==> src/core/pis_cfg.svh <==
// constants for the single-phase bus initiator
`ifndef PIS_CFG_SVH
`define PIS_CFG_SVH
`define PIS_CMD_IO_RD     4'h2
`define PIS_CMD_IO_WR     4'h3
`define PIS_CMD_MEM_RD    4'h6
`define PIS_CMD_MEM_WR    4'h7
`define PIS_BE_ALL        4'h0
`define PIS_BE_NONE       4'hF
`define PIS_ADDR_LINEAR   2'b00
`define PIS_DEVSEL_LIMIT  3
`define PIS_ABORT_CYCLES  3'd5
`endif

==> src/core/pis_pkg.sv <==
// types for the single-phase bus initiator
package pis_pkg;
  typedef enum logic [1:0] {
    PIS_OP_MEM_WR = 2'b00,
    PIS_OP_IO_RD  = 2'b01,
    PIS_OP_IO_WR  = 2'b10,
    PIS_OP_MEM_RD = 2'b11
  } pis_op_t;
  typedef struct packed {
    pis_op_t     op;
    logic [31:0] addr;
    logic [31:0] wdata;
    logic [3:0]  be_n;
  } pis_req_t;
  typedef enum logic [4:0] {
    PIS_IDLE = 5'b00001,
    PIS_REQ  = 5'b00010,
    PIS_ADDR = 5'b00100,
    PIS_DATA = 5'b01000,
    PIS_TURN = 5'b10000
  } pis_state_t;
endpackage : pis_pkg

==> src/core/pis_initiator.sv <==
// single-data-phase bus initiator: memory write, i/o read, i/o write
`include "pis_cfg.svh"
`timescale 1ns/10ps
`default_nettype none
module pis_initiator (
  // clock and synchronous reset
  input  wire logic              core_clk_i,
  input  wire logic              rst_i,
  // requests from the core, same clock domain
  input  wire logic              req_valid_i,
  input  wire pis_pkg::pis_req_t req_i,
  output logic                   req_ready_o,
  output logic                   done_o,
  output logic                   abort_o,
  output logic [31:0]            rdata_o,
  // internal arbiter handshake
  output logic                   int_req_n_o,
  input  wire logic              int_gnt_n_i,
  // bus link, every pin drive paired with its enable
  input  wire logic              pci_clk_i,
  output logic                   frame_n_o,
  output logic                   frame_n_oe_o,
  output logic                   irdy_n_o,
  output logic                   irdy_n_oe_o,
  output logic [31:0]            ad_o,
  output logic                   ad_oe_o,
  input  wire logic [31:0]       ad_i,
  output logic [3:0]             cbe_n_o,
  output logic                   cbe_n_oe_o,
  // target answer pins
  input  wire logic              trdy_n_i,
  input  wire logic              devsel_n_i
);
  // command code for the address phase
  function automatic logic [3:0] cmd_of(input pis_pkg::pis_op_t op);
    case (op)
      pis_pkg::PIS_OP_MEM_WR: cmd_of = `PIS_CMD_MEM_WR;
      pis_pkg::PIS_OP_IO_RD:  cmd_of = `PIS_CMD_IO_RD;
      pis_pkg::PIS_OP_IO_WR:  cmd_of = `PIS_CMD_IO_WR;
      default:                cmd_of = `PIS_CMD_MEM_RD;
    endcase
  endfunction : cmd_of

  // two-stage synchronisers for pins and the link clock
  // every pin is asynchronous to core_clk_i, so only stage two feeds logic
  // stage one may go metastable; nothing but stage two reads it
  logic [1:0]  clk_s_reg;   // link clock, two stages
  logic [1:0]  trdy_s_reg;  // target ready, two stages
  logic [1:0]  dev_s_reg;   // device select, two stages
  logic [1:0]  gnt_s_reg;   // internal grant, two stages
  logic [31:0] ad_s1_reg;   // shared address/data, first stage
  logic [31:0] ad_s2_reg;   // shared address/data, second stage
  logic        clk_d_reg;   // delayed link clock for edge detect
  // transaction state, latched request and data-phase rise counter
  pis_pkg::pis_state_t state_reg, state_next;
  pis_pkg::pis_req_t   req_reg;
  logic [2:0]          cnt_reg;
  always_ff @(posedge core_clk_i) begin
    clk_s_reg  <= {clk_s_reg[0], pci_clk_i};
    trdy_s_reg <= {trdy_s_reg[0], trdy_n_i};
    dev_s_reg  <= {dev_s_reg[0], devsel_n_i};
    gnt_s_reg  <= {gnt_s_reg[0], int_gnt_n_i};
    ad_s1_reg  <= ad_i;
    ad_s2_reg  <= ad_s1_reg;
    clk_d_reg  <= clk_s_reg[1];
  end

  // named decode of synchronised inputs
  // rise of the link clock as seen after the synchroniser
  wire logic rise_w   = clk_s_reg[1] & ~clk_d_reg;
  // active-low pins turned into active-high conditions
  wire logic trdy_w   = ~trdy_s_reg[1];
  wire logic devsel_w = ~dev_s_reg[1];
  wire logic gnt_w    = ~gnt_s_reg[1];
  // operation class of the latched request
  wire logic is_mem_w = (req_reg.op == pis_pkg::PIS_OP_MEM_WR)
                      | (req_reg.op == pis_pkg::PIS_OP_MEM_RD);
  wire logic is_wr_w  = (req_reg.op == pis_pkg::PIS_OP_MEM_WR)
                      | (req_reg.op == pis_pkg::PIS_OP_IO_WR);
  // memory addresses are forced to linear increment, i/o keep byte offset
  wire logic [31:0] addr_w = is_mem_w ? {req_reg.addr[31:2], `PIS_ADDR_LINEAR}
                                      : req_reg.addr;
  // memory write always full word; i/o uses the caller lane mask
  wire logic [3:0] be_w = (req_reg.op == pis_pkg::PIS_OP_MEM_WR) ? `PIS_BE_ALL
                                                               : req_reg.be_n;
  // devsel is only awaited, never required at a fixed clock
  wire logic xfer_w  = trdy_w & devsel_w;
  // no select after the abort limit ends the phase
  wire logic late_w  = ~devsel_w && (cnt_reg >= `PIS_ABORT_CYCLES);

  // how one transaction walks, one step per detected link clock rise except out of idle:
  //   idle  - request latched from req_i, internal request driven low
  //   req   - wait for the synchronised grant at a rise, then claim the bus
  //   addr  - frame low, address on the shared lines, command on cbe
  //   data  - frame high since this is the last phase, irdy low
  //   data  - byte enables on cbe, write data on the shared lines
  //   data  - stay until select and target ready are both seen low, or the abort limit passes without select
  //   turn  - irdy high, shared lines and cbe released
  //   turn  - frame and irdy still driven high for one link clock
  //   idle  - frame and irdy enables dropped, ready for the next request
  // address phase content:
  //   memory cycles force the two low address bits to linear increment
  //   i/o cycles keep the full byte address, low bits give the lane
  // data phase content:
  //   a memory write always moves the full word, all lanes enabled
  //   i/o cycles use the lane mask handed in with the request
  //   reads leave the shared lines undriven so the target can answer
  // completion:
  //   a transfer needs select and target ready low at the same rise
  //   target ready alone, without select, is never taken as a transfer
  //   a target that never selects ends the phase as a master abort
  //   the abort limit sits above the three-clock select window
  //   done_o or abort_o pulses for one core cycle at the end
  //   read data is taken from stage two of the data synchroniser
  // timing hazards:
  //   every pin is seen two to three core cycles after it moves
  //   the link clock must stay well below half the core clock rate
  //   a rise lost by the edge detector would stretch one phase
  //   outputs change a few core cycles after each link clock rise,
  //   so the target sees them settled at the following rise
  // limits:
  //   one transaction in flight; later requests wait in idle
  //   the memory read command is encoded but carries no extra logic
  //   no bursts: every transaction moves at most one word, none on a master abort
  //   the grant is only looked at in req, so an early grant is harmless
  //   a grant dropped during the transaction is not checked here
  //   reset clears every drive and enable, not the synchronisers
  //   hold reset a few cycles so the synchronisers flush

  // state sequencing on sampled bus clock edges
  always_comb begin
    state_next = state_reg;
    case (state_reg)
      pis_pkg::PIS_IDLE: if (req_valid_i) state_next = pis_pkg::PIS_REQ;
      pis_pkg::PIS_REQ:  if (rise_w && gnt_w) state_next = pis_pkg::PIS_ADDR;
      pis_pkg::PIS_ADDR: if (rise_w) state_next = pis_pkg::PIS_DATA;
      pis_pkg::PIS_DATA: if (rise_w && (xfer_w || late_w)) state_next = pis_pkg::PIS_TURN;
      pis_pkg::PIS_TURN: if (rise_w) state_next = pis_pkg::PIS_IDLE;
      default:           state_next = pis_pkg::PIS_IDLE;
    endcase
  end

  // registered state, counters and pin drive
  always_ff @(posedge core_clk_i) begin
    // reset: bus released, request withdrawn
    if (rst_i) begin
      state_reg    <= pis_pkg::PIS_IDLE;
      req_reg      <= '0;
      cnt_reg      <= 3'd0;
      req_ready_o  <= 1'b0;
      done_o       <= 1'b0;
      abort_o      <= 1'b0;
      rdata_o      <= 32'h0000_0000;
      int_req_n_o  <= 1'b1;
      frame_n_o    <= 1'b1;
      frame_n_oe_o <= 1'b0;
      irdy_n_o     <= 1'b1;
      irdy_n_oe_o  <= 1'b0;
      ad_o         <= 32'h0000_0000;
      ad_oe_o      <= 1'b0;
      cbe_n_o      <= `PIS_BE_NONE;
      cbe_n_oe_o   <= 1'b0;
    end else begin
      state_reg   <= state_next;
      // pulses last one cycle unless set below
      done_o      <= 1'b0;
      abort_o     <= 1'b0;
      req_ready_o <= (state_next == pis_pkg::PIS_IDLE) && !req_valid_i;
      // take the request and ask the arbiter
      if (state_reg == pis_pkg::PIS_IDLE && req_valid_i) begin
        req_reg     <= req_i;
        int_req_n_o <= 1'b0;
      end
      // address phase: claim the bus
      if (state_reg == pis_pkg::PIS_REQ && state_next == pis_pkg::PIS_ADDR) begin
        frame_n_o    <= 1'b0;
        frame_n_oe_o <= 1'b1;
        irdy_n_o     <= 1'b1;
        irdy_n_oe_o  <= 1'b1;
        ad_o         <= addr_w;
        ad_oe_o      <= 1'b1;
        cbe_n_o      <= cmd_of(req_reg.op);
        cbe_n_oe_o   <= 1'b1;
        cnt_reg      <= 3'd0;
      end
      // data phase: enables and write data
      if (state_reg == pis_pkg::PIS_ADDR && rise_w) begin
        frame_n_o <= 1'b1;                                // single phase: last data
        irdy_n_o  <= 1'b0;
        cbe_n_o   <= be_w;
        ad_o      <= req_reg.wdata;
        ad_oe_o   <= is_wr_w;
      end
      // count rises spent waiting for the target
      if (state_reg == pis_pkg::PIS_DATA && rise_w && cnt_reg != 3'd7)
        cnt_reg <= cnt_reg + 3'd1;
      // end of data phase: release lines, report the outcome
      if (state_reg == pis_pkg::PIS_DATA && state_next == pis_pkg::PIS_TURN) begin
        irdy_n_o    <= 1'b1;
        ad_oe_o     <= 1'b0;
        cbe_n_oe_o  <= 1'b0;
        int_req_n_o <= 1'b1;
        done_o      <= xfer_w;
        abort_o     <= ~xfer_w;
        if (xfer_w && !is_wr_w) rdata_o <= ad_s2_reg;
      end
      // turnaround done: stop driving frame and irdy
      if (state_reg == pis_pkg::PIS_TURN && rise_w) begin
        frame_n_oe_o <= 1'b0;
        irdy_n_oe_o  <= 1'b0;
      end
    end
  end
endmodule : pis_initiator
`default_nettype wire

==> config.mk <==
export PLATFORM = sky130hd
export DESIGN_NAME = pis_initiator
export DESIGN_NICKNAME = d
export VERILOG_FILES = /design/src/core/pis_pkg.sv /design/src/core/pis_initiator.sv
export VERILOG_INCLUDE_DIRS = /design/src /design/src/core
export SDC_FILE = /design/constraint.sdc
export NUM_CORES = 1
export LEC_CHECK = 0
export ABC_AREA = 1
export BUFFER_PORTS_ARGS = -buffer_cell sky130_fd_sc_hd__buf_2
export CAP_MARGIN = 20
export CORE_MARGIN = 8
export CORE_UTILIZATION = 45
export CTS_BUF_LIST = sky130_fd_sc_hd__clkbuf_4
export DETAILED_ROUTE_END_ITERATION = 12
export PLACE_DENSITY = 0.79
export SLEW_MARGIN = 10
export SYNTH_ARGS = -nofsm -noshare
export SYNTH_HDL_FRONTEND = slang
export SYNTH_SLANG_ARGS = --single-unit
==> constraint.sdc <==
create_clock -name core_clk_i -period 1.6 [get_ports core_clk_i]
set_input_delay 0.24 -clock core_clk_i [delete_from_list [all_inputs] [get_ports core_clk_i]]
set_output_delay 0.24 -clock core_clk_i [all_outputs]
set_load 0.01 [all_outputs]
==> metrics.md <==
| Metric | Value |
|---|---|
| Result of the run | `finished, violations left` |
| Failing checks | `negative setup slack` |
| Floorplan core area | `between 15,000 and 20,000 sq um` |
| Cell leakage power | `5.05 nW` |
| Clock transition at the registers of the reported paths | `about 70 ps` |
| Critical path endpoint category | `flip-flop` |
| Horizontal die dimension | `between 100 and 150 um` |
| Max-cap viol count | `0` |
| Worst r2r src | `req_reg[69]` |
| Maximum number of pins on one net before global-route repair | `slightly above 60` |
| Design Area, Final | `11,200 sq um` |
| Final clock skew | `37.2 ps` |
| First-pass GRT wire length | `37,600 um` |
| TritonCTS clock tree | `yes` |
| Detailed Routing Iterations Pass 1 | `4` |
| Max-Slew Margin vs Limit | `63.5%` |
| Layout cell share with drive strength beyond 1 | `about a third` |
| DP HPWL | `13,200 um` |
| Cell depth of the worst flop-to-flop path | `8` |
| Ports placed on the boundary | `187` |
| Post-detailed-route via-to-cell ratio | `4.98` |
| Number of H-tree branching levels | `2` |
| Cell area reported after detailed placement | `9070 sq um` |
| Peak fanout along the critical path | `16` |
| Fraction of synthesis flops using an asynchronous set or reset pin | `0%` |
| DRC violation count after routing | `0` |
| Clk Tree Root Cell | `clkbuf_4` |
| Antenna Violating Nets Remaining | `0` |
| Via total after detailed routing | `7,394` |
| Path type of the worst setup path | `flip-flop to flip-flop` |
| Min-Delay Path Class | `input pin to flip-flop` |
| Max rail drop VDD | `0.000840 V` |
| Number of rows in the core area | `48` |
| Unrepaired setup endpoints after global routing | `true` |
| Ys flop type | `dfxtp_1` |
| FMAX | `619 MHz` |
| Filler Cells Inserted | `1,281` |
| Overall Global Routing Usage | `about a fifth` |
| Multi-input combinational cell area | `2780 sq um` |
| Sequential area share after synthesis | `58.6%` |
| Cell count after synthesis | `885` |
| Min Clock Period, post-route | `around 1600 ps` |
| Synthesized area per cell | `8.80 sq um` |
| Setup slack of the most critical reg-to-reg path | `-10 ps` |
| Buffers added on ports | `186` |
| Largest register FFs | `70` |
| Arrival time of the worst setup path | `2140 ps` |
| Data required time at the worst endpoint | `2120 ps` |
| YS warnings | `0` |
| Clock latency reported for the late side of the worst-skew pair | `around 660 ps` |
| Buffers from clock root to sink, at most | `3` |
| Area grow syn2layout | `44.2%` |
| Critical path origin | `req_reg[69]` |
| Net Count, Synth | `~1,000` |
| Max-slew violation count | `0` |
| Final setup violating endpoints | `2` |
| CTS sink count | `228` |
| Final Worst Setup Slack | `-14.4 ps` |
| Endpoints failing hold | `0` |
| Average detailed-routed wire length per instance | `16.3 um` |
| Count of state elements after synthesis | `228` |
| Die footprint | `approximately 22,000 sq um` |
| Detailed Route Iter0 Violations | `~330` |
| Number of nets in the final layout | `1,338` |
| Number of synthesized flops with an enable pin | `0` |
| Initial antenna violation count | `2` |
| Yosys cell types | `29` |
| Die Span Y | `roughly 150 um` |
| Via count of the first global-routing pass | `7,511` |
| Area taken by flip-flops and latches | `4570 sq um` |
| Post-route fraction of the period consumed by the critical path | `101%` |
| Endpoint of the lowest-slack register-to-register path | `rdata_o[26]` |
| Last element of the critical path | `rdata_o[26]` |
| Placer Congestion | `approximately 0.84` |
| Total power density per cell area | `1070 nW/um^2` |
| Syn Std Cell Area | `7790 sq um` |
| Final wirelength | `between 20,000 and 25,000 um` |
| Overflow left after global routing | `0` |
| Worst slack on hold paths | `around 200 ps` |
| Clock buffer count from CTS | `56` |
| Critical path startpoint category | `flip-flop` |
| Slew of the pin with the lowest slew margin | `~550 ps` |
| Initial standard-cell utilization of the core | `~45%` |
worst max-delay path, stage by stage, from the launching register on:
cell and delay (ps):
dfxtp_4 380, inv_4 40, ha_4 150, or2_4 240, nor2_4 150, nand3_4 170
buf_16 200, nand2_1 80, a21oi_1 70
repair_timing:
action | 4_1_cts | 5_1_grt
gates cloned | 2 | 2
setup buffers | 2 | 10
pin swaps | 3 | 6
hold buffers | 108 | 0
endpoints found under the setup margin | 35 | 91
gates resized for setup | 23 | 48
hold endpoints to repair | 114 | 0
metal layers:
metal  vias to the layer above  track usage, %  share of wire, %
met1                      3380            23.2                38
li1                       3595               -                 -
met5                         -               0                 0
met2                       350            36.8                50
met3                        69            6.42               8.3
met4                         0            9.33               3.6
synthesized netlist by cell type (2+ instances only):
cell        n  share of area [%]
nor2_1     49                2.4
inv_2       4               0.19
nor2_4      4               0.58
nor3_1      3               0.19
nand4_1    36                2.9
buf_2       8               0.51
inv_1      81                3.9
dfxtp_1   228                 59
buf_6       8                1.2
buf_4       7               0.67
nand3_1    14               0.90
nand2_2     4               0.32
a21oi_2    28                3.1
o21ai_1    24                1.5
clkbuf_1   32                1.5
nor2_2      2               0.16
a21oi_1   114                7.3
ha_1        6               0.96
nand2_1   149                7.2
o21ai_0    74                4.8
or2_1       2               0.16
layout make-up:
type	count	share of cell area, %
Antenna cell	2	0.0446
Inverter	86	2.92
Tap cell	225	2.51
Sequential cell	228	40.7
Timing Repair Buffer	336	23.0
Clock inverter	11	0.702
Multi-Input combinational cell	515	24.7
Clock buffer	81	5.41
how the worst min path moves through the flow:
stage | start | end | slack [ps] | cells after the start
after global routing | ad_i[20] | ad_s1_reg[20] | 160 | 2
after global placement | ad_s1_reg[20] | ad_s2_reg[20] | 310 | 0
after detailed placement | ad_s1_reg[20] | ad_s2_reg[20] | 310 | 0
after floorplan | ad_i[0] | ad_s1_reg[0] | 270 | 0
final | ad_i[23] | ad_s1_reg[23] | 200 | 2
after CTS | ad_i[16] | ad_s1_reg[16] | 150 | 2
power breakdown:
part	total (mW)	internal [mW]	leakage, nW	switching [mW]
combinational	1.19	0.565	2.76	0.629
sequential	6.08	5.98	1.88	0.103
clock	4.69	2.47	0.409	2.23
metrics by stage:
stage	instances	total power, mW	setup slack [ps]	setup TNS (ps)	util [%]
finish	1484	12.0	-14.4	-19.8	65.6
global route	1484	12.5	-61.3	-1710	65.6
CTS	1470	12.0	-27.1	-102	64.2
detailed placement	1266	7.08	-74.0	-1950	53.0
global placement	1266	7.04	-4.83	-15.7	53.0
floorplan	885	6.73	-4.66	-138	-
cell families after synthesis:
logic type	share of synthesized area [%]
DFF	58.6
buffers and inverters	8.08
AOI/OAI and AO/OA	16.9
adders and majority gates	0.964
and+or+nand+nor	15.4
layout by cell type (no fill, tap or decap), types with 15 or more instances in the layout:
cell	instances
buf_4	22
buf_12	15
o21ai_0	68
a21oi_2	29
dlygate4sd3_1	108
inv_1	78
nand4_1	36
clkbuf_4	81
o21ai_1	29
nor2_1	47
nand2_1	129
buf_2	186
dfxtp_1	222
a21oi_1	113
Note: power is estimated with default switching activity, not from simulation.
